--- config.mk ---
export PLATFORM = sky130hd
export DESIGN_NAME = cursor_column_address_logic
export DESIGN_NICKNAME = d
export VERILOG_FILES = /design/src/cursor_column_pkg.sv /design/src/cursor_column_address_logic.sv
export SDC_FILE = /design/constraint.sdc
export NUM_CORES = 1
export LEC_CHECK = 0
export BUFFER_PORTS_ARGS = -buffer_cell sky130_fd_sc_hd__buf_4
export CAP_MARGIN = 10
export CORE_UTILIZATION = 40
export CTS_CLUSTER_DIAMETER = 50
export CTS_CLUSTER_SIZE = 10
export DETAILED_ROUTE_END_ITERATION = 8
export GPL_TIMING_DRIVEN = 0
export PLACE_DENSITY = 0.78
export SLEW_MARGIN = 10
export SYNTH_ARGS = -nofsm -noshare
export SYNTH_HDL_FRONTEND = slang
export SYNTH_SLANG_ARGS = --single-unit
--- constraint.sdc ---
create_clock -name clock -period 5.5 [get_ports clock]
set_input_delay 0.55 -clock clock [delete_from_list [all_inputs] [get_ports clock]]
set_output_delay 0.55 -clock clock [all_outputs]
set_load 0.02 [all_outputs]
--- src/cursor_column_pkg.sv ---
// Constants for the cursor column address block: counter limits, decodes and register map.
// Assumes a 32-bit APB register bus and one 50 MHz system clock.
package cursor_column_pkg;

  // Counter widths.
  localparam int COL_WIDTH = 7;
  localparam int ROW_WIDTH = 5;

  // Column and row limits.
  localparam logic [6:0] COL_FIRST = 7'h00;
  localparam logic [6:0] COL_LAST = 7'h49;
  localparam logic [4:0] ROW_FIRST = 5'h00;
  localparam logic [4:0] ROW_LAST = 5'h1A;

  // Bit of the column count that starts the end-of-line tone.
  localparam int TONE_BIT = 6;

  // Reset values.
  localparam logic [6:0] COL_RESET = 7'h00;
  localparam logic [4:0] ROW_RESET = 5'h00;
  localparam logic [31:0] CONTROL_RESET = 32'h00000000;

  // Register byte addresses.
  localparam logic [7:0] ADDR_CONTROL = 8'h00;
  localparam logic [7:0] ADDR_COMMAND = 8'h04;
  localparam logic [7:0] ADDR_STATUS = 8'h08;
  localparam logic [7:0] ADDR_SAMPLE = 8'h0C;

  // Control register fields.
  localparam int CTRL_STEP_INHIBIT = 0;
  localparam int CTRL_KEY_INHIBIT = 1;

  // Command register fields; writing a one starts the action once.
  localparam int CMD_STEP_FORWARD = 0;
  localparam int CMD_STEP_BACKWARD = 1;
  localparam int CMD_CLEAR = 2;

  // Status register fields.
  localparam int STAT_COL_LSB = 0;
  localparam int STAT_ROW_LSB = 8;
  localparam int STAT_AT_FIRST = 16;
  localparam int STAT_AT_LAST = 17;
  localparam int STAT_ROW_FIRST = 18;
  localparam int STAT_ROW_LAST = 19;
  localparam int STAT_HOME = 20;

  // Sample register fields.
  localparam int SAMP_COL_LSB = 0;
  localparam int SAMP_ROW_LSB = 8;

endpackage

--- src/cursor_column_address_logic.sv ---
// Cursor column counter of a character terminal, with its row counter, decodes and APB registers.
// Assumes all command inputs are synchronous one-cycle or level signals on clock.
//
// Register access over APB and the register addresses are this design's own decisions.
`timescale 1ns/1ps

module cursor_column_address_logic (
  // Clock and reset.
  input wire logic clock,
  input wire logic rst,
  // APB slave.
  input wire logic psel,
  input wire logic penable,
  input wire logic pwrite,
  input wire logic [7:0] paddr,
  input wire logic [31:0] pwdata,
  output logic [31:0] prdata,
  output logic pready,
  output logic pslverr,
  // Sequencer commands and timing.
  input wire logic seq_col_forward,
  input wire logic seq_col_backward,
  input wire logic phase_three_tick,
  input wire logic sequencer_step_four,
  input wire logic col_clear_n,
  // Keyboard and decision logic moves.
  input wire logic key_col_right,
  input wire logic key_col_left,
  // Host link.
  input wire logic host_col_advance,
  input wire logic host_step_strobe,
  input wire logic host_col_load_strobe,
  // Preset from the stored coincidence value.
  input wire logic coin_transfer_strobe,
  input wire logic [6:0] col_preset_bits,
  // Refresh logic.
  input wire logic refresh_start,
  // Counter outputs.
  output logic [6:0] cursor_col_count,
  output logic [6:0] cursor_col_count_n,
  output logic [4:0] cursor_row_count,
  output logic [6:0] sampled_col,
  output logic [4:0] sampled_row,
  // Decodes and strobes.
  output logic col_at_first,
  output logic col_at_last,
  output logic row_at_first,
  output logic row_at_last,
  output logic home,
  output logic tone_trigger,
  output logic count_up_enable,
  output logic count_down_enable,
  output logic step_pulse,
  output logic wrap_load,
  output logic row_inc_req,
  output logic row_dec_req
);

  logic [31:0] control;
  logic host_strobe_prev;
  logic cmd_forward;
  logic cmd_backward;
  logic cmd_clear;

  logic bus_write;
  logic bus_setup;
  logic host_step;
  logic seq_fwd_step;
  logic seq_back_step;
  logic key_fwd_step;
  logic key_back_step;
  logic next_step_up;
  logic next_step_down;
  logic next_step;
  logic next_wrap_up;
  logic next_wrap_down;
  logic preset_load;
  logic clear_col;
  logic [6:0] next_col;
  logic [4:0] next_row;
  logic [31:0] status_word;
  logic [31:0] read_word;
  logic read_hit;

  // Bus phases: an access completes on the edge where pready is sampled high.
  assign bus_setup = psel && !penable && !pready;
  assign bus_write = psel && penable && pready && pwrite;

  // Step sources. Host strobe is taken on its rising edge.
  assign host_step = host_col_advance && host_step_strobe && !host_strobe_prev;
  assign seq_fwd_step = (seq_col_forward || cmd_forward) && phase_three_tick;
  assign seq_back_step = (seq_col_backward || cmd_backward) && phase_three_tick;
  assign key_fwd_step = key_col_right && sequencer_step_four && !col_at_last;
  assign key_back_step = key_col_left && sequencer_step_four && !col_at_first;

  always_comb begin
    next_step_up = 1'b0;
    next_step_down = 1'b0;
    if (!control[cursor_column_pkg::CTRL_STEP_INHIBIT]) begin
      next_step_up = seq_fwd_step || host_step;
      next_step_down = seq_back_step;
      if (!control[cursor_column_pkg::CTRL_KEY_INHIBIT]) begin
        next_step_up = next_step_up || key_fwd_step;
        next_step_down = next_step_down || key_back_step;
      end
    end
    // A forward and backward step together cancel.
    if (next_step_up && next_step_down) begin
      next_step_up = 1'b0;
      next_step_down = 1'b0;
    end
  end

  assign next_step = next_step_up || next_step_down;
  // Keyboard steps never reach a wrap because they are blocked at the ends.
  assign next_wrap_up = next_step_up && col_at_last;
  assign next_wrap_down = next_step_down && col_at_first;

  assign clear_col = !col_clear_n || cmd_clear;
  assign preset_load = host_col_load_strobe || coin_transfer_strobe;

  // Next column: clear beats preset, preset beats stepping.
  always_comb begin
    next_col = cursor_col_count;
    if (clear_col) begin
      next_col = cursor_column_pkg::COL_FIRST;
    end else if (preset_load) begin
      next_col = ~col_preset_bits;
    end else if (next_wrap_up) begin
      next_col = cursor_column_pkg::COL_FIRST;
    end else if (next_wrap_down) begin
      next_col = cursor_column_pkg::COL_LAST;
    end else if (next_step_up) begin
      next_col = cursor_col_count + 7'h01;
    end else if (next_step_down) begin
      next_col = cursor_col_count - 7'h01;
    end
  end

  // Next row: moved only by column wrap and held at its ends.
  always_comb begin
    next_row = cursor_row_count;
    if (!clear_col && !preset_load) begin
      if (next_wrap_up && cursor_row_count != cursor_column_pkg::ROW_LAST) begin
        next_row = cursor_row_count + 5'h01;
      end else if (next_wrap_down && cursor_row_count != cursor_column_pkg::ROW_FIRST) begin
        next_row = cursor_row_count - 5'h01;
      end
    end
  end

  // Column counter with true and inverted forms.
  always_ff @(posedge clock or posedge rst) begin
    if (rst) begin
      cursor_col_count <= cursor_column_pkg::COL_RESET;
      cursor_col_count_n <= ~cursor_column_pkg::COL_RESET;
    end else begin
      cursor_col_count <= next_col;
      cursor_col_count_n <= ~next_col;
    end
  end

  // Row counter.
  always_ff @(posedge clock or posedge rst) begin
    if (rst) begin
      cursor_row_count <= cursor_column_pkg::ROW_RESET;
    end else begin
      cursor_row_count <= next_row;
    end
  end

  // Decodes follow the counters in the same cycle they change.
  always_ff @(posedge clock or posedge rst) begin
    if (rst) begin
      col_at_first <= 1'b1;
      col_at_last <= 1'b0;
      row_at_first <= 1'b1;
      row_at_last <= 1'b0;
      home <= 1'b1;
      tone_trigger <= 1'b0;
    end else begin
      col_at_first <= next_col == cursor_column_pkg::COL_FIRST;
      col_at_last <= next_col == cursor_column_pkg::COL_LAST;
      row_at_first <= next_row == cursor_column_pkg::ROW_FIRST;
      row_at_last <= next_row == cursor_column_pkg::ROW_LAST;
      home <= (next_col == cursor_column_pkg::COL_FIRST)
        && (next_row == cursor_column_pkg::ROW_FIRST);
      tone_trigger <= next_col[cursor_column_pkg::TONE_BIT];
    end
  end

  // Step strobes are one-cycle pulses marking the edge the counter moved.
  always_ff @(posedge clock or posedge rst) begin
    if (rst) begin
      step_pulse <= 1'b0;
      count_up_enable <= 1'b0;
      count_down_enable <= 1'b0;
      wrap_load <= 1'b0;
      row_inc_req <= 1'b0;
      row_dec_req <= 1'b0;
    end else begin
      step_pulse <= next_step && !clear_col && !preset_load;
      count_up_enable <= next_step_up && !clear_col && !preset_load;
      count_down_enable <= next_step_down && !clear_col && !preset_load;
      wrap_load <= (next_wrap_up || next_wrap_down) && !clear_col && !preset_load;
      row_inc_req <= next_wrap_up && !clear_col && !preset_load;
      row_dec_req <= next_wrap_down && !clear_col && !preset_load;
    end
  end

  // Host strobe history for edge detection.
  always_ff @(posedge clock or posedge rst) begin
    if (rst) begin
      host_strobe_prev <= 1'b0;
    end else begin
      host_strobe_prev <= host_step_strobe;
    end
  end

  // Refresh sample of the cursor address.
  always_ff @(posedge clock or posedge rst) begin
    if (rst) begin
      sampled_col <= cursor_column_pkg::COL_RESET;
      sampled_row <= cursor_column_pkg::ROW_RESET;
    end else if (refresh_start) begin
      sampled_col <= cursor_col_count;
      sampled_row <= cursor_row_count;
    end
  end

  // Control register.
  always_ff @(posedge clock or posedge rst) begin
    if (rst) begin
      control <= cursor_column_pkg::CONTROL_RESET;
    end else if (bus_write && paddr == cursor_column_pkg::ADDR_CONTROL) begin
      control <= {30'h00000000, pwdata[1:0]};
    end
  end

  // Software step commands wait for the next phase three tick; clear acts on the cycle after the write.
  always_ff @(posedge clock or posedge rst) begin
    if (rst) begin
      cmd_forward <= 1'b0;
      cmd_backward <= 1'b0;
      cmd_clear <= 1'b0;
    end else begin
      cmd_clear <= bus_write && paddr == cursor_column_pkg::ADDR_COMMAND
        && pwdata[cursor_column_pkg::CMD_CLEAR];
      if (bus_write && paddr == cursor_column_pkg::ADDR_COMMAND
          && pwdata[cursor_column_pkg::CMD_STEP_FORWARD]) begin
        cmd_forward <= 1'b1;
      end else if (phase_three_tick) begin
        cmd_forward <= 1'b0;
      end
      if (bus_write && paddr == cursor_column_pkg::ADDR_COMMAND
          && pwdata[cursor_column_pkg::CMD_STEP_BACKWARD]) begin
        cmd_backward <= 1'b1;
      end else if (phase_three_tick) begin
        cmd_backward <= 1'b0;
      end
    end
  end

  // Read mux.
  always_comb begin
    status_word = 32'h00000000;
    status_word[cursor_column_pkg::STAT_COL_LSB +: 7] = cursor_col_count;
    status_word[cursor_column_pkg::STAT_ROW_LSB +: 5] = cursor_row_count;
    status_word[cursor_column_pkg::STAT_AT_FIRST] = col_at_first;
    status_word[cursor_column_pkg::STAT_AT_LAST] = col_at_last;
    status_word[cursor_column_pkg::STAT_ROW_FIRST] = row_at_first;
    status_word[cursor_column_pkg::STAT_ROW_LAST] = row_at_last;
    status_word[cursor_column_pkg::STAT_HOME] = home;
    read_word = 32'h00000000;
    read_hit = 1'b1;
    case (paddr)
      cursor_column_pkg::ADDR_CONTROL: read_word = control;
      cursor_column_pkg::ADDR_COMMAND: read_word = 32'h00000000;
      cursor_column_pkg::ADDR_STATUS: read_word = status_word;
      cursor_column_pkg::ADDR_SAMPLE: begin
        read_word[cursor_column_pkg::SAMP_COL_LSB +: 7] = sampled_col;
        read_word[cursor_column_pkg::SAMP_ROW_LSB +: 5] = sampled_row;
      end
      default: read_hit = 1'b0;
    endcase
  end

  // Answer every access one cycle after setup.
  always_ff @(posedge clock or posedge rst) begin
    if (rst) begin
      pready <= 1'b0;
      pslverr <= 1'b0;
      prdata <= 32'h00000000;
    end else begin
      pready <= bus_setup;
      pslverr <= bus_setup && !read_hit;
      if (bus_setup && !pwrite) begin
        prdata <= read_word;
      end
    end
  end

endmodule // cursor_column_address_logic

==> flow_summary.json <==
{
  "fin_crit_ns": 2.950,
  "dp.final_hpwl_um": 6426,
  "grt_pass1_vias": 2795,
  "numPortBuffers": 95,
  "cts-root-buf": "clkbuf_8",
  "antenna_found_initial": 0,
  "ys_ff_latch": 67,
  "cts_setup_buffers": 0,
  "worstReg2RegEnd": "home",
  "r2r_setup_slack_ns": 2.55,
  "startpoint_type": "flop",
  "drt-total-wl_um": 8484,
  "max_cap_violations": 0,
  "viasPerCell": 5.157,
  "synth-async-reset-ratio_pct": 100.0,
  "grt_max_degree": 68,
  "critical-path-slowest-cell": "a311oi_1",
  "clock-sinks": 67,
  "multiInputGateArea_mm2": 0.001513,
  "clock_path_buffers": 2,
  "whs_ns": 0.3190,
  "end_kind": "flop",
  "synth_enable_flop_cells": 0,
  "power_density_mw_per_mm2": 271.5,
  "dr_total_vias": 2929,
  "total_power_mw": 1.227,
  "cts_resized": 0,
  "dieArea_mm2": 0.008929,
  "syn_area_per_cell_um2": 10.12,
  "syn_inst": 338,
  "initial_utilization_pct": 41.44,
  "synthDistinctLibCells": 63,
  "num_rows": 33,
  "die_w_um": 94.50,
  "fillers": 739,
  "design_area_mm2": 0.004521,
  "synth_top_area_cell": "dfrtp_1",
  "setup_violations": 0,
  "muxShareOfSynthArea_pct": 7.532,
  "fin_util_pct": 54.74,
  "instances_no_fill": 568,
  "fin_skew_ns": 0.007404,
  "drc": 0,
  "synthXorXnorAreaFrac_pct": 0.7678,
  "p_leak_nw": 2.211,
  "finalCritPeriodShare_pct": 53.63,
  "synth_top_family_by_area": "simple AND/OR/NAND/NOR gates",
  "status": "finished, final reports clean",
  "gp_congestion": 0.8571,
  "drtIter0Drc": 143,
  "holdBufCountCts": 0,
  "dpl.cell_count": 552,
  "min_path_cells": 1,
  "maxSlewHeadroom_pct": 46.64,
  "reg2reg_depth": 10,
  "fin_ws_ns": 2.550,
  "cp_cell_sequence": "nand3b_1, a31o_2, inv_1, ha_1, and2_1, clkbuf_1, nand2_1, a311oi_1, nand4_1, nor4_2",
  "min_to": "host_strobe_prev",
  "htreeDepth": 3,
  "ant_nets": 0,
  "synthTopCellsByCount": "dfrtp_1 (57), nand2_1 (37), nor2_1 (26), inv_1 (22), buf_4 (17)",
  "netlist_top_cells_area": "dfrtp_1 (42%), dfstp_2 (7.7%), mux2_2 (4.6%)",
  "hold_class": "input pin to flop",
  "core_mm2": 0.008258,
  "areaGrowthSynthToFinish_pct": 32.10,
  "io-pin-count": 141,
  "antennaDiodeCount": 0,
  "firstDrtPassIters": 5,
  "synthSimpleGateAreaFrac_pct": 21.79,
  "slew_viol_final": 0,
  "nets": 529,
  "min_from": "host_step_strobe",
  "grt_pass1_wl_um": 13540,
  "tightestPinTransition_ns": 0.8004,
  "critPathArrivalTime_ns": 3.20,
  "synthFlopType": "dfrtp_1",
  "hold_viol": 0,
  "place_area_mm2": 0.004322,
  "synth_warnings": 0,
  "tns_ns": 0,
  "netlist.area_leader.share_pct": 41.68,
  "layout-drive-gt1-share_pct": 37.58,
  "seq_area_mm2": 0.001689,
  "post-place-ws_ns": 2.364,
  "rr_startpoint": "col_at_last",
  "post_drt_wl_per_cell_um": 14.94,
  "clk_pin_slew_ns": 0.08,
  "cp.required_ns": 5.76,
  "synthAdderAreaFrac_pct": 2.559,
  "rsz0062_at_grt": "no",
  "cts_tree": "done",
  "clk_latency_ns": 0.34,
  "synth.most_common_cell": "dfrtp_1",
  "peakVddDrop_uv": 147.9,
  "netlist_area_mm2": 0.003422,
  "cts_buffers": 9,
  "grt_util_all_layers_pct": 20.07,
  "synth-compound-area-share_pct": 9.909,
  "crit_path_max_incr_delay_ns": 0.55,
  "crit_fanout": 8,
  "ys_seq_area_share_pct": 49.36,
  "grt_overflow_total": 0,
  "fmax_ghz": 0.3390,
  "crit_type": "flop to flop",
  "die_y_um": 94.50
}
power by group:
| part | switching (mW) | total (mW) | leakage (nW) | internal, mW |
|---|---|---|---|---|
| logic | 0.138 | 0.250 | 1.27 | 0.111 |
| registers | 0.0357 | 0.562 | 0.853 | 0.526 |
| clock network | 0.204 | 0.416 | 0.0923 | 0.211 |
| total | 0.378 | 1.23 | 2.21 | 0.849 |
state kept, by name, summed over array words and instances (netlist names), 2 cells and up:
name	flops
prdata	17
cursor_col_count	7
cursor_col_count_n	7
cursor_row_count	5
sampled_row	5
sampled_col	7
control	2
cells in the final DEF (no fill, tap or decap), drive strengths merged, types with 5 or more instances in the layout:
cell    instances
nor4b           5
nor2           28
and2            6
conb           15
nand3b          5
dfstp          10
nand3          15
clkbuf         18
nor3            6
nand4           6
dfrtp          57
a21oi           6
o21ai          17
mux2           14
a221oi          5
nand2          37
mux2i          10
buf           117
ha              7
inv            24
layout make-up:
class,instances,area share [%]
well taps,105,2.906
clock buffers,9,2.740
repair buffers,95,15.78
inverters,22,1.882
multi-input cells,232,33.46
flip-flops and latches,67,37.37
clock inverters,7,1.661
plain buffers,31,4.207
logic make-up (layout without fill, tap and decap cells):
logic type | count (synthesis) | after routing
and+or+nand+nor | 133 | 133
buffers and inverters | 53 | 164
other | 1 | 15
adders and majority gates | 7 | 7
muxes | 24 | 24
DFF | 67 | 67
xor gates and xnor gates | 3 | 3
AOI/OAI and AO/OA | 50 | 50
critical path: cells and delay by family (launching register included):
family,cells,cell delay [ns]
buf+inv,2,0.36
flops,1,0.50
simple gates,5,0.99
fa+ha+maj,1,0.21
compound gates,2,0.81
worst max path at each step:
stage / startpoint / end / slack [ns]
finish: col_at_last / home / 2.55
global route: control[1] / home / 2.25
CTS: col_at_last / home / 2.54
detailed placement: sequencer_step_four / home / 2.36
global placement: sequencer_step_four / home / 2.43
floorplan: sequencer_step_four / col_at_last / 2.84
routing by layer:
metal  vias up  routed length (um)  global-route usage [%]
met5         -                   0                       0
met4         0                 147                   7.828
met3        17                 587                   4.428
met2       135                4151                   33.33
met1      1385                3598                   25.46
li1       1392                   -                       -
(Power assumes the default switching activity.)
